===== src/common/mfos_consts.vh =====
// constants for the multi-function output selector
`ifndef MFOS_CONSTS_VH
`define MFOS_CONSTS_VH
`define MFOS_ADDR_W 4
`define MFOS_OFS_SEL0 4'h0
`define MFOS_OFS_SEL1 4'h4
`define MFOS_OFS_SEL2 4'h8
`define MFOS_OFS_STAT 4'hc
`define MFOS_OFS_IRQ_EN 4'h0
`define MFOS_OFS_IRQ_ST 4'h4
`define MFOS_OFS_IRQ_CLR 4'h8
`define MFOS_OFS_OUT 4'hc
`define MFOS_PAGE_MAIN 1'b0
`define MFOS_CODE_W 9
`define MFOS_INV_BIT 8
`define MFOS_SEL_RST 9'h000
`define MFOS_F_RESTART 8'h1e
`define MFOS_F_OL 8'h1f
`define MFOS_F_OH 8'h20
`define MFOS_F_STO 8'h21
`define MFOS_F_MAINT 8'h2f
`define MFOS_F_TLIM 8'h30
`define MFOS_F_FOUT 8'h37
`define MFOS_F_PF 8'h47
`define MFOS_F_BRAKE 8'h50
`define MFOS_F_CONT 8'h51
`define MFOS_F_LLD 8'h54
`define MFOS_F_SD 8'h58
`define MFOS_OL_PCT 8'h5a
`define MFOS_PCT_FULL 8'h64
`define MFOS_RESP_OK 2'b00
`define MFOS_RESP_ERR 2'b10
`endif


===== src/design/mfos_sync.v =====
// three-stage synchroniser with agreement filter for external pins
`timescale 1ns/1ns
`default_nettype none
module mfos_sync #(
    parameter W = 4
) (
    input wire aclk, // system clock
    input wire aresetn, // synchronous reset, active low
    input wire [W-1:0] din, // asynchronous pins
    output reg [W-1:0] dout // filtered level
);
    reg [W-1:0] s1_ff; // first stage, read only by s2
    reg [W-1:0] s2_ff; // second stage
    reg [W-1:0] s3_ff; // third stage
    // a change counts once stages two and three agree
    always @(posedge aclk) begin
        if (!aresetn) begin
            s1_ff <= {W{1'b0}};
            s2_ff <= {W{1'b0}};
            s3_ff <= {W{1'b0}};
            dout <= {W{1'b0}};
        end else begin
            s1_ff <= din;
            s2_ff <= s1_ff;
            s3_ff <= s2_ff;
            dout <= (s2_ff & s3_ff) | (dout & (s2_ff | s3_ff));
        end
    end
endmodule
`default_nettype wire


===== src/design/mfos_top.v =====
// multi-function digital output selector with axi4-lite registers
`timescale 1ns/1ns
`default_nettype none
`include "mfos_consts.vh"
module mfos_top #(
    parameter N_OUT = 3, // number of output terminals
    parameter ACC_W = 16 // width of thermal accumulator
) (
    input wire aclk, // system clock
    input wire aresetn, // synchronous reset, active low
    input wire [4:0] s_axi_awaddr, // write address
    input wire s_axi_awvalid, // write address valid
    output reg s_axi_awready, // write address ready
    input wire [31:0] s_axi_wdata, // write data
    input wire [3:0] s_axi_wstrb, // write byte strobes
    input wire s_axi_wvalid, // write data valid
    output reg s_axi_wready, // write data ready
    output reg [1:0] s_axi_bresp, // write response
    output reg s_axi_bvalid, // write response valid
    input wire s_axi_bready, // write response ready
    input wire [4:0] s_axi_araddr, // read address
    input wire s_axi_arvalid, // read address valid
    output reg s_axi_arready, // read address ready
    output reg [31:0] s_axi_rdata, // read data
    output reg [1:0] s_axi_rresp, // read response
    output reg s_axi_rvalid, // read data valid
    input wire s_axi_rready, // read data ready
    input wire [ACC_W-1:0] thermal_accum, // motor thermal accumulator
    input wire [ACC_W-1:0] overload_level, // overload detection level
    input wire heatsink_at_alarm, // heatsink at overheat_alarm_threshold
    input wire safety_input_one, // pin, high = closed
    input wire safety_input_two, // pin, high = closed
    input wire safety_diag_ok, // safety circuit and diagnosis good
    input wire [3:0] maint_due, // transistor, fan, capacitor, relay due
    input wire torque_at_limit, // torque ref equals torque_limit_settings
    input wire freq_running, // inverter producing frequency
    input wire drive_stopped, // stop state
    input wire baseblock, // output transistors off
    input wire dc_init_excite, // initial excitation dc injection
    input wire short_circuit_brake, // short circuit braking
    input wire pole_detect_done, // pole position detection complete
    input wire input_phase_loss, // phase loss detected
    input wire brake_release_req, // sequencer asks brake release
    input wire contactor_close_req, // sequencer asks contactor close
    input wire light_load_up, // light load direction is up
    input wire restart_active, // auto restart attempting
    output reg [N_OUT-1:0] multi_function_digital_output, // terminal closed
    output reg irq // level interrupt
);
    // select registers, one per terminal
    reg [`MFOS_CODE_W-1:0] sel_ff [0:N_OUT-1];
    reg [N_OUT-1:0] irq_en_ff; // interrupt enables
    reg [N_OUT-1:0] irq_st_ff; // sticky change flags
    reg [N_OUT-1:0] out_prev_ff; // last output for edge detect
    wire [1:0] safe_sync; // synchronised safety pins
    reg [31:0] status_vec; // all condition flags for readback
    reg [N_OUT-1:0] nxt_out; // next terminal levels
    reg aw_hold_ff; // write address captured
    reg w_hold_ff; // write data captured
    reg [4:0] awaddr_ff; // captured write address
    reg [31:0] wdata_ff; // captured write data
    reg [3:0] wstrb_ff; // captured strobes
    wire [31:0] ol_lhs; // accumulator scaled by 100
    wire [31:0] ol_rhs; // level scaled by 90
    wire cond_ol; // overload pre-alarm
    wire both_open; // both safety inputs open
    wire both_closed; // both safety inputs closed
    wire cond_sto; // safe torque off status
    wire cond_fout; // frequency output qualified
    wire cond_sd; // safe disable status
    integer i;

    // safety pins come from the field, so they pass the synchroniser
    mfos_sync #(.W(2)) u_sync (
        .aclk(aclk),
        .aresetn(aresetn),
        .din({safety_input_two, safety_input_one}),
        .dout(safe_sync)
    );

    // compare by cross multiplication, avoiding a divider
    assign ol_lhs = {{(32-ACC_W-8){1'b0}}, thermal_accum, 8'h00} / 256 * `MFOS_PCT_FULL;
    assign ol_rhs = {{(32-ACC_W){1'b0}}, overload_level} * `MFOS_OL_PCT;
    assign cond_ol = (ol_lhs >= ol_rhs);
    assign both_open = ~safe_sync[0] & ~safe_sync[1];
    assign both_closed = safe_sync[0] & safe_sync[1];
    // one open pin is a fault and keeps the status low
    assign cond_sto = both_open & safety_diag_ok;
    // any blocking state overrides the running flag
    assign cond_fout = freq_running & ~(drive_stopped | baseblock | dc_init_excite
        | short_circuit_brake | pole_detect_done);
    // closed polarity taken: both open and in baseblock
    assign cond_sd = both_open & baseblock & ~both_closed;

    // base function lookup; unknown codes read open
    function base_func;
        input [7:0] code;
        begin
            case (code)
                `MFOS_F_RESTART: base_func = restart_active;
                `MFOS_F_OL: base_func = cond_ol;
                `MFOS_F_OH: base_func = heatsink_at_alarm;
                `MFOS_F_STO: base_func = cond_sto;
                `MFOS_F_MAINT: base_func = |maint_due;
                `MFOS_F_TLIM: base_func = torque_at_limit;
                `MFOS_F_FOUT: base_func = cond_fout;
                `MFOS_F_PF: base_func = input_phase_loss;
                `MFOS_F_BRAKE: base_func = brake_release_req;
                `MFOS_F_CONT: base_func = contactor_close_req;
                `MFOS_F_LLD: base_func = light_load_up;
                `MFOS_F_SD: base_func = cond_sd;
                default: base_func = 1'b0;
            endcase
        end
    endfunction

    // per-terminal selection; top code bit requests inversion
    always @* begin
        nxt_out = {N_OUT{1'b0}};
        for (i = 0; i < N_OUT; i = i + 1) begin
            nxt_out[i] = base_func(sel_ff[i][7:0]) ^ sel_ff[i][`MFOS_INV_BIT];
        end
    end

    // readback vector of raw conditions
    always @* begin
        status_vec = 32'h0000_0000;
        status_vec[0] = cond_ol;
        status_vec[1] = heatsink_at_alarm;
        status_vec[2] = cond_sto;
        status_vec[3] = |maint_due;
        status_vec[4] = torque_at_limit;
        status_vec[5] = cond_fout;
        status_vec[6] = input_phase_loss;
        status_vec[7] = brake_release_req;
        status_vec[8] = contactor_close_req;
        status_vec[9] = light_load_up;
        status_vec[10] = cond_sd;
        status_vec[11] = restart_active;
        status_vec[13:12] = safe_sync;
    end

    // terminals refresh every cycle from their selected source
    always @(posedge aclk) begin
        if (!aresetn) begin
            multi_function_digital_output <= {N_OUT{1'b0}};
            out_prev_ff <= {N_OUT{1'b0}};
        end else begin
            multi_function_digital_output <= nxt_out;
            out_prev_ff <= multi_function_digital_output;
        end
    end

    // write channel: address and data accepted in either order
    wire wr_fire = aw_hold_ff & w_hold_ff & ~s_axi_bvalid;
    wire wr_page = awaddr_ff[4];
    wire [3:0] wr_ofs = awaddr_ff[3:0];
    wire [N_OUT-1:0] clr_mask = (wr_fire && wr_page != `MFOS_PAGE_MAIN
        && wr_ofs == `MFOS_OFS_IRQ_CLR && wstrb_ff[0]) ? wdata_ff[N_OUT-1:0]
        : {N_OUT{1'b0}};
    wire [N_OUT-1:0] ev = multi_function_digital_output ^ out_prev_ff;

    always @(posedge aclk) begin
        if (!aresetn) begin
            s_axi_awready <= 1'b1;
            s_axi_wready <= 1'b1;
            s_axi_bvalid <= 1'b0;
            s_axi_bresp <= `MFOS_RESP_OK;
            aw_hold_ff <= 1'b0;
            w_hold_ff <= 1'b0;
            awaddr_ff <= 5'h00;
            wdata_ff <= 32'h0000_0000;
            wstrb_ff <= 4'h0;
            irq_en_ff <= {N_OUT{1'b0}};
            irq_st_ff <= {N_OUT{1'b0}};
            irq <= 1'b0;
            for (i = 0; i < N_OUT; i = i + 1) begin
                sel_ff[i] <= `MFOS_SEL_RST;
            end
        end else begin
            if (s_axi_awvalid && s_axi_awready) begin
                awaddr_ff <= s_axi_awaddr;
                aw_hold_ff <= 1'b1;
                s_axi_awready <= 1'b0;
            end
            if (s_axi_wvalid && s_axi_wready) begin
                wdata_ff <= s_axi_wdata;
                wstrb_ff <= s_axi_wstrb;
                w_hold_ff <= 1'b1;
                s_axi_wready <= 1'b0;
            end
            if (wr_fire) begin
                s_axi_bvalid <= 1'b1;
                s_axi_bresp <= `MFOS_RESP_OK;
                aw_hold_ff <= 1'b0;
                w_hold_ff <= 1'b0;
                if (wr_page == `MFOS_PAGE_MAIN) begin
                    case (wr_ofs)
                        `MFOS_OFS_SEL0, `MFOS_OFS_SEL1, `MFOS_OFS_SEL2: begin
                            if (wr_ofs[3:2] < N_OUT) begin
                                if (wstrb_ff[0]) sel_ff[wr_ofs[3:2]][7:0] <= wdata_ff[7:0];
                                if (wstrb_ff[1]) sel_ff[wr_ofs[3:2]][8] <= wdata_ff[8];
                            end else begin
                                s_axi_bresp <= `MFOS_RESP_ERR;
                            end
                        end
                        default: s_axi_bresp <= `MFOS_RESP_ERR; // status is read-only
                    endcase
                end else begin
                    case (wr_ofs)
                        `MFOS_OFS_IRQ_EN: begin
                            if (wstrb_ff[0]) irq_en_ff <= wdata_ff[N_OUT-1:0];
                        end
                        `MFOS_OFS_IRQ_CLR: begin
                            // clear handled through clr_mask below
                        end
                        default: s_axi_bresp <= `MFOS_RESP_ERR;
                    endcase
                end
            end
            if (s_axi_bvalid && s_axi_bready) begin
                s_axi_bvalid <= 1'b0;
                s_axi_awready <= 1'b1;
                s_axi_wready <= 1'b1;
            end
            // a new edge wins over a clear in the same cycle
            irq_st_ff <= (irq_st_ff & ~clr_mask) | ev;
            irq <= |(((irq_st_ff & ~clr_mask) | ev) & irq_en_ff);
        end
    end

    // read channel: one outstanding read, answered next cycle
    always @(posedge aclk) begin
        if (!aresetn) begin
            s_axi_arready <= 1'b1;
            s_axi_rvalid <= 1'b0;
            s_axi_rdata <= 32'h0000_0000;
            s_axi_rresp <= `MFOS_RESP_OK;
        end else begin
            if (s_axi_arvalid && s_axi_arready) begin
                s_axi_arready <= 1'b0;
                s_axi_rvalid <= 1'b1;
                s_axi_rresp <= `MFOS_RESP_OK;
                s_axi_rdata <= 32'h0000_0000;
                if (s_axi_araddr[4] == `MFOS_PAGE_MAIN) begin
                    if (s_axi_araddr[3:0] == `MFOS_OFS_STAT) begin
                        s_axi_rdata <= status_vec;
                    end else if (s_axi_araddr[1:0] == 2'b00 && s_axi_araddr[3:2] < N_OUT) begin
                        s_axi_rdata[`MFOS_CODE_W-1:0] <= sel_ff[s_axi_araddr[3:2]];
                    end else begin
                        s_axi_rresp <= `MFOS_RESP_ERR;
                    end
                end else begin
                    case (s_axi_araddr[3:0])
                        `MFOS_OFS_IRQ_EN: s_axi_rdata[N_OUT-1:0] <= irq_en_ff;
                        `MFOS_OFS_IRQ_ST: s_axi_rdata[N_OUT-1:0] <= irq_st_ff;
                        `MFOS_OFS_IRQ_CLR: s_axi_rdata <= 32'h0000_0000; // write-only
                        `MFOS_OFS_OUT: s_axi_rdata[N_OUT-1:0] <= multi_function_digital_output;
                        default: s_axi_rresp <= `MFOS_RESP_ERR;
                    endcase
                end
            end
            if (s_axi_rvalid && s_axi_rready) begin
                s_axi_rvalid <= 1'b0;
                s_axi_arready <= 1'b1;
            end
        end
    end
endmodule
`default_nettype wire


===== config.mk =====
export PLATFORM = sky130hd
export DESIGN_NAME = mfos_top
export DESIGN_NICKNAME = d
export VERILOG_FILES = /design/src/design/mfos_sync.v /design/src/design/mfos_top.v
export VERILOG_INCLUDE_DIRS = /design/src /design/src/common
export SDC_FILE = /design/constraint.sdc
export NUM_CORES = 1
export LEC_CHECK = 0
export BUFFER_PORTS_ARGS = -buffer_cell sky130_fd_sc_hd__buf_2
export CAP_MARGIN = 40
export CELL_PAD_IN_SITES_DETAIL_PLACEMENT = 0
export CELL_PAD_IN_SITES_GLOBAL_PLACEMENT = 2
export CORE_MARGIN = 1.5
export CORE_UTILIZATION = 34
export DETAILED_ROUTE_END_ITERATION = 7
export PLACE_DENSITY = 0.91
export SLEW_MARGIN = 0
export SYNTH_ARGS = -nofsm -noshare
export SYNTH_HDL_FRONTEND = slang
export SYNTH_SLANG_ARGS = --single-unit

===== constraint.sdc =====
create_clock -name aclk -period 5.75 [get_ports aclk]
set_input_delay 0.575 -clock aclk [delete_from_list [all_inputs] [get_ports aclk]]
set_output_delay 0.575 -clock aclk [all_outputs]
set_load 0.03 [all_outputs]

# After elaboration in Yosys (flattened, before gate mapping)
# Memory sizes are Yosys's and may differ from the RTL's.
# Index checks and enable logic that the tools add are counted.
[classes]
eq_ne = 41
n_reduce_logical = 22
add_sub_neg = 0
n_div = 0
shift = 0
bitwise = 30
n_mul = 2
mux = 35
magnitude_cmp = 3
[ops]
columns = ["op", "n"]
rows = [
  ["$eq A8 B6 Y1 const B", 15],
  ["$eq A8 B7 Y1 const B", 15],
  ["$eq A8 B5 Y1 const B", 6],
  ["$pmux W1 S12", 3],
  ["$mux W32", 1],
  ["$mux W9", 3],
  ["$ge A23 B23 Y1", 1],
  ["$mul A16 B6 Y22 const B", 1],
  ["$mul A16 B5 Y21 const B", 1],
  ["$mux W2", 10],
  ["$mux W1", 15],
  ["$eq A4 B4 Y1 const B", 3],
  ["$logic_and A1 B1 Y1", 9],
  ["$pmux W3 S3", 1],
  ["$reduce_or A9 Y1", 1],
  ["$and A1 B1 Y1", 8],
  ["$eq A4 B3 Y1 const B", 2],
  ["$logic_not A4 Y1", 2],
  ["$reduce_or A2 Y1", 4],
  ["$reduce_or A4 Y1", 2],
  ["$and A3 B3 Y3", 2],
  ["$not A1 Y1", 6],
  ["$reduce_or A3 Y1", 2],
  ["$mux W5", 1],
  ["other kinds (11)", 19],
]
[word_totals]
ram_bits = 27
inputBits = 105
mem_bits_ro = 0
latch_bits = 0
register_bits = 80
n_memories = 1
[memory_table]
columns = ["memory", "words", "width", "rd", "rd_clocked_by_memory_dff", "wr", "line", "text"]
rows = [
  ["sel_ff", 3, 9, 4, 0, 3, "mfos_top.v:51", "reg [`MFOS_CODE_W-1:0] sel_ff [0:N_OUT-1];"],
]

# Depth between registers and ports, before layout
[depth]
ltp_word = 11
ltp_mapped = 24
ltp_nobuf = 24

# Cells and area by module
# A second synthesis with hierarchy kept.
[hier_totals]
cells_unflattened = 908
hier_area_um2 = 8172.8
[modules_own_cells]
columns = ["module", "area_each_um2", "seq_area_each_um2", "n_inst", "cells_per_inst"]
rows = [
  ["mfos_top", 7935.1, 1851.8, 1, 888],
  ["mfos_sync", 237.7, 160.2, 1, 20],
]

# Least setup slack after synthesis
# No wires, ideal clock.
[synth_path]
kind = "input-to-reg"
start = "input port overload_level[4]"
end = "register multi_function_digital_output[1]"
path_buffers = 0
path_stages = 22
arrival_time_ps = 5153
required_time_ps = 5616
slack_ps = 462
setup_ps = 134
cell_sequence = "ha_1 inv_1 fa_1 fa_1 inv_1 ha_1 a21oi_1 or3b_2 a31oi_1 nor2_1 a21o_1 o21bai_1 a21oi_1 xor2_1 ha_1 and3_1 a22oi_1 a21oi_1 nor2_1 and3_1 o41ai_1 or4b_1"
[synth_between]
elab_chain_cells = 4
[synth_rtl]
columns = ["element", "line", "text"]
rows = [
  ["from (decl)", "mfos_top.v:29", "input wire [ACC_W-1:0] overload_level,"],
  ["$mul A16 B6 Y22 (no line)", "n/a", ""],
  ["$ge A23 B23 Y1", "mfos_top.v:84", "assign cond_ol = (ol_lhs >= ol_rhs);"],
  ["$pmux W1 S12", "mfos_top.v:99", "case (code)"],
  ["$xor A1 B1 Y1", "mfos_top.v:121", "nxt_out[i] = base_func(sel_ff[i][7:0]) ^ sel_ff[i][`MFOS_INV_BIT];"],
  ["to (signal assigned)", "mfos_top.v:146", "multi_function_digital_output <= {N_OUT{1'b0}};"],
  ["to (signal assigned)", "mfos_top.v:149", "multi_function_digital_output <= nxt_out;"],
  ["to (decl)", "mfos_top.v:47", "output reg [N_OUT-1:0] multi_function_digital_output,"],
]
# Every way passes these cells.
# A chain may end at the register's enable or synchronous reset.

# Final worst setup path
[layout_path]
start = "input port overload_level[1]"
end = "register multi_function_digital_output[1]"
# Same word-level chain as after synthesis.

==> reports/metrics.cfg <==
[placed_design]
hpwl_um = 15400
port_buffers = 104
pre_cts_ws_ns = 0.0212
routabilityCongestion = 0.811
placed_cells = 1309

[synth]
synthArstFlopShare_pct = 0
synth_top_area_share_pct = 17.7
syn-instance-count = 909
ys_ff_latch = 87
synth_edf_count = 27
synthDistinctLibCells = 76
synth.largest_area_cell = ha_1
synthFlopType = dfxtp_1
yosys-top-cells-area = ha_1, dfxtp_1, edfxtp_1
yosys_warnings = 0
ys_seq_area_share_pct = 24.9
syn_area_per_cell_um2 = 8.88
netlist_area_um2 = 8070

[floorplanning]
io_pins = 150
die_area_um2 = 24700
die_h_um = 157
start_util_pct = 34.5
rows = 56
core_um2 = 23400
floorplan.die.width_um = 157

[drt]
vias = 6487
drc = 0
wl_um = 18400
wire_per_inst_um = 13.9
ant_nets = 0
drtIter0Drc = 280
dr.pass1.iters = 4
via_per_inst = 4.90

[clocking]
cts_max_path_buffers = 2
cts-resized-gates = 0
cts_setup_buffers = 0
clk_pin_slew_ns = 0.06
cts_hold_buffers = 0
htreeDepth = 3
cts_sinks = 87
numCtsBuffers = 9
cts_tree = built
clk-insertion-delay-late_ns = 0.34
cts-root-buf = clkbuf_16

[pwr]
p_sw_share_pct = 38.6
cellLeakagePower_nw = 4.38
p_seq_share_pct = 25.4
intPower_w = 0.00166
power_frac_comb_pct = 51.5
p_per_area_nw_per_um2 = 296
pwr-share-clk_pct = 23.1
switchingPower_w = 0.00104
peakVddDrop_mv = 0.162

[setup_path]
worstReg2RegEnd = sel_ff[1][0]
cp_max_fo = 4
cp_data_required_time_ns = 5.96
arrival_ns = 5.58
r2r_cells = 6
r2r_setup_slack_ns = 2.93
worstSetupEndpointType = flip-flop
path_class = input port to flip-flop
r2r-start = s_axi_bvalid
worst_setup_path_start_kind = input port

[run]
maxCapViolCount = 0

[global_route]
overflow = 0
grt_pass1_vias = 6480
grt_max_degree = 49
grt_pass1_wl_um = 30700
track_usage_pct = 15.4
grt_antenna_before_repair = 1

[timing]
setup_ws_ns = 0.375
slew_viol_final = 0
setup_viol = 0
min_period_over_period_pct = 93.5
fin_hold_ws_ns = 0.433
relSlewSlack_pct = 48.6
finClkSkew_ns = 0.00867
timing.fmax_ghz = 0.186
fin_setup_tns_ns = 0
fin_crit_ns = 5.37
rsz0062_at_grt = false
tightest_slew_ns = 0.770
final-hold-violation-count = 0

[hold_path]
min_path_type = flip-flop to flip-flop
holdCritStartpoint = u_sync.s1_ff[1]
min_to = u_sync.s2_ff[1]
holdPathStages = 1

[cells_and_area]
stdcell_count = 1325
final_nets = 1257
drive_above_1_share_pct = 14.6
areaGrowthSynthToFinish_pct = 13.4
n_fill_cell = 2445
antenna_cells = 0

[outcome]
outcome = finished, final reports clean

[flip-flops by register name, summed over array words and instances (netlist names), 3 cells and up]
name	count
irq_st_ff	3
multi_function_digital_output	3
sel_ff	27
wdata_ff	9
out_prev_ff	3
awaddr_ff	5
irq_en_ff	3
s_axi_rdata	14
[cells in the mapped netlist (16+ instances only)]
library cell / number
a21o_1: 17
ha_1: 114
and3_1: 16
dfxtp_1: 60
nor3_1: 17
o21ai_0: 35
clkbuf_1: 16
and2_1: 24
fa_1: 37
inv_1: 126
nor2_1: 54
xnor2_1: 19
edfxtp_1: 27
a21oi_1: 57
buf_4: 21
nand3_1: 18
nand2_1: 68
[metrics by stage]
stage                     utilization, %  power (W)  instance area [um^2]
after floorplan                        -    0.00179                  8140
after global placement              37.6    0.00209                  8810
after detailed placement            37.7    0.00211                  8820
after CTS                           39.1    0.00274                  9150
after global routing                39.1    0.00296                  9150
final                               39.1    0.00270                  9150
[worst max path at each step]
stage	start	end	slack, ns	cells past startpoint
6_report	overload_level[1]	multi_function_digital_output[1]	0.38	23
5_1_grt	overload_level[4]	multi_function_digital_output[1]	0.08	23
4_1_cts	overload_level[1]	multi_function_digital_output[1]	0.36	23
3_5_place_dp	overload_level[1]	multi_function_digital_output[1]	0.02	23
3_3_place_gp	overload_level[4]	multi_function_digital_output[1]	0.06	23
2_1_floorplan	overload_level[4]	multi_function_digital_output[1]	0.46	22
[cell families after synthesis]
family	Yosys count	synth area share (%)
simple gates	259	16.8
other cells	1	0.0465
flops	87	24.9
fa+ha+maj	151	26.8
mux	20	3.64
compound gates	186	15.0
xor+xnor	32	3.47
buf+inv	173	9.25
[power groups by stage]
| stage | sequential, W | clock, W | combinational, W |
|---|---|---|---|
| floorplan | 0.000698 | 0 | 0.00110 |
| global placement | 0.000701 | 0 | 0.00139 |
| detailed placement | 0.000701 | 0 | 0.00141 |
| CTS | 0.000688 | 0.000632 | 0.00142 |
| global route | 0.000692 | 0.000661 | 0.00161 |
| finish | 0.000688 | 0.000623 | 0.00139 |
[layout make-up]
cell class	instances	area [um^2]	share of cell area, %
clock buffers	12	279	3.05
clock inverters	4	48.8	0.533
inverters	126	473	5.17
multi-input cells	668	5380	58.8
flip-flops and latches	87	2010	22.0
well taps	319	399	4.36
repair buffers	109	556	6.07
[per-layer routing]
layer	track usage (%)	routed length, um	vias to the layer above
met5	0	7	-
met4	4.18	340	2
met3	2.15	787	23
met2	29.4	9400	128
met1	17.9	7870	3018
li1	-	-	3316
[cells in the final DEF, fill, tap and decap left out, types with 3 or more instances in the layout]
master     instances
a211oi_1           3
a21o_1            17
mux4_2             6
edfxtp_1          27
o21bai_1           6
nor3_1            17
nor2_1            54
and2_1            24
nor4b_1            3
a21oi_1           57
a22oi_1           13
fa_1              37
and3_1            16
a31oi_1           11
dfxtp_1           60
o21a_1             8
a21oi_2            3
nand4_1            7
clkbuf_16         11
nand2_1           68
ha_1             114
o21ai_0           35
conb_1            20
xor2_1            13
nor4_1             3
nand3_1           18
nor2b_1           15
nand4b_1           4
xnor2_1           19
nand2b_1           8
buf_4              4
mux2i_1           11
buf_2            105
a221oi_1           3
nand3b_1           3
inv_1            126
[critical path, cell delays in order]
cell,delay [ns]
buf_2,0.11
ha_1,0.31
inv_1,0.09
fa_1,0.45
fa_1,0.54
inv_1,0.04
ha_1,0.33
a21oi_1,0.10
or3b_2,0.49
a31oi_1,0.18
nor2_1,0.09
a21o_1,0.22
o21bai_1,0.13
a21oi_1,0.09
xor2_1,0.15
ha_1,0.29
and3_1,0.18
a22oi_1,0.17
a21oi_1,0.14
nor2_1,0.14
and3_1,0.21
o41ai_1,0.08
or4b_1,0.46
Note: power is estimated with default switching activity, not from simulation.
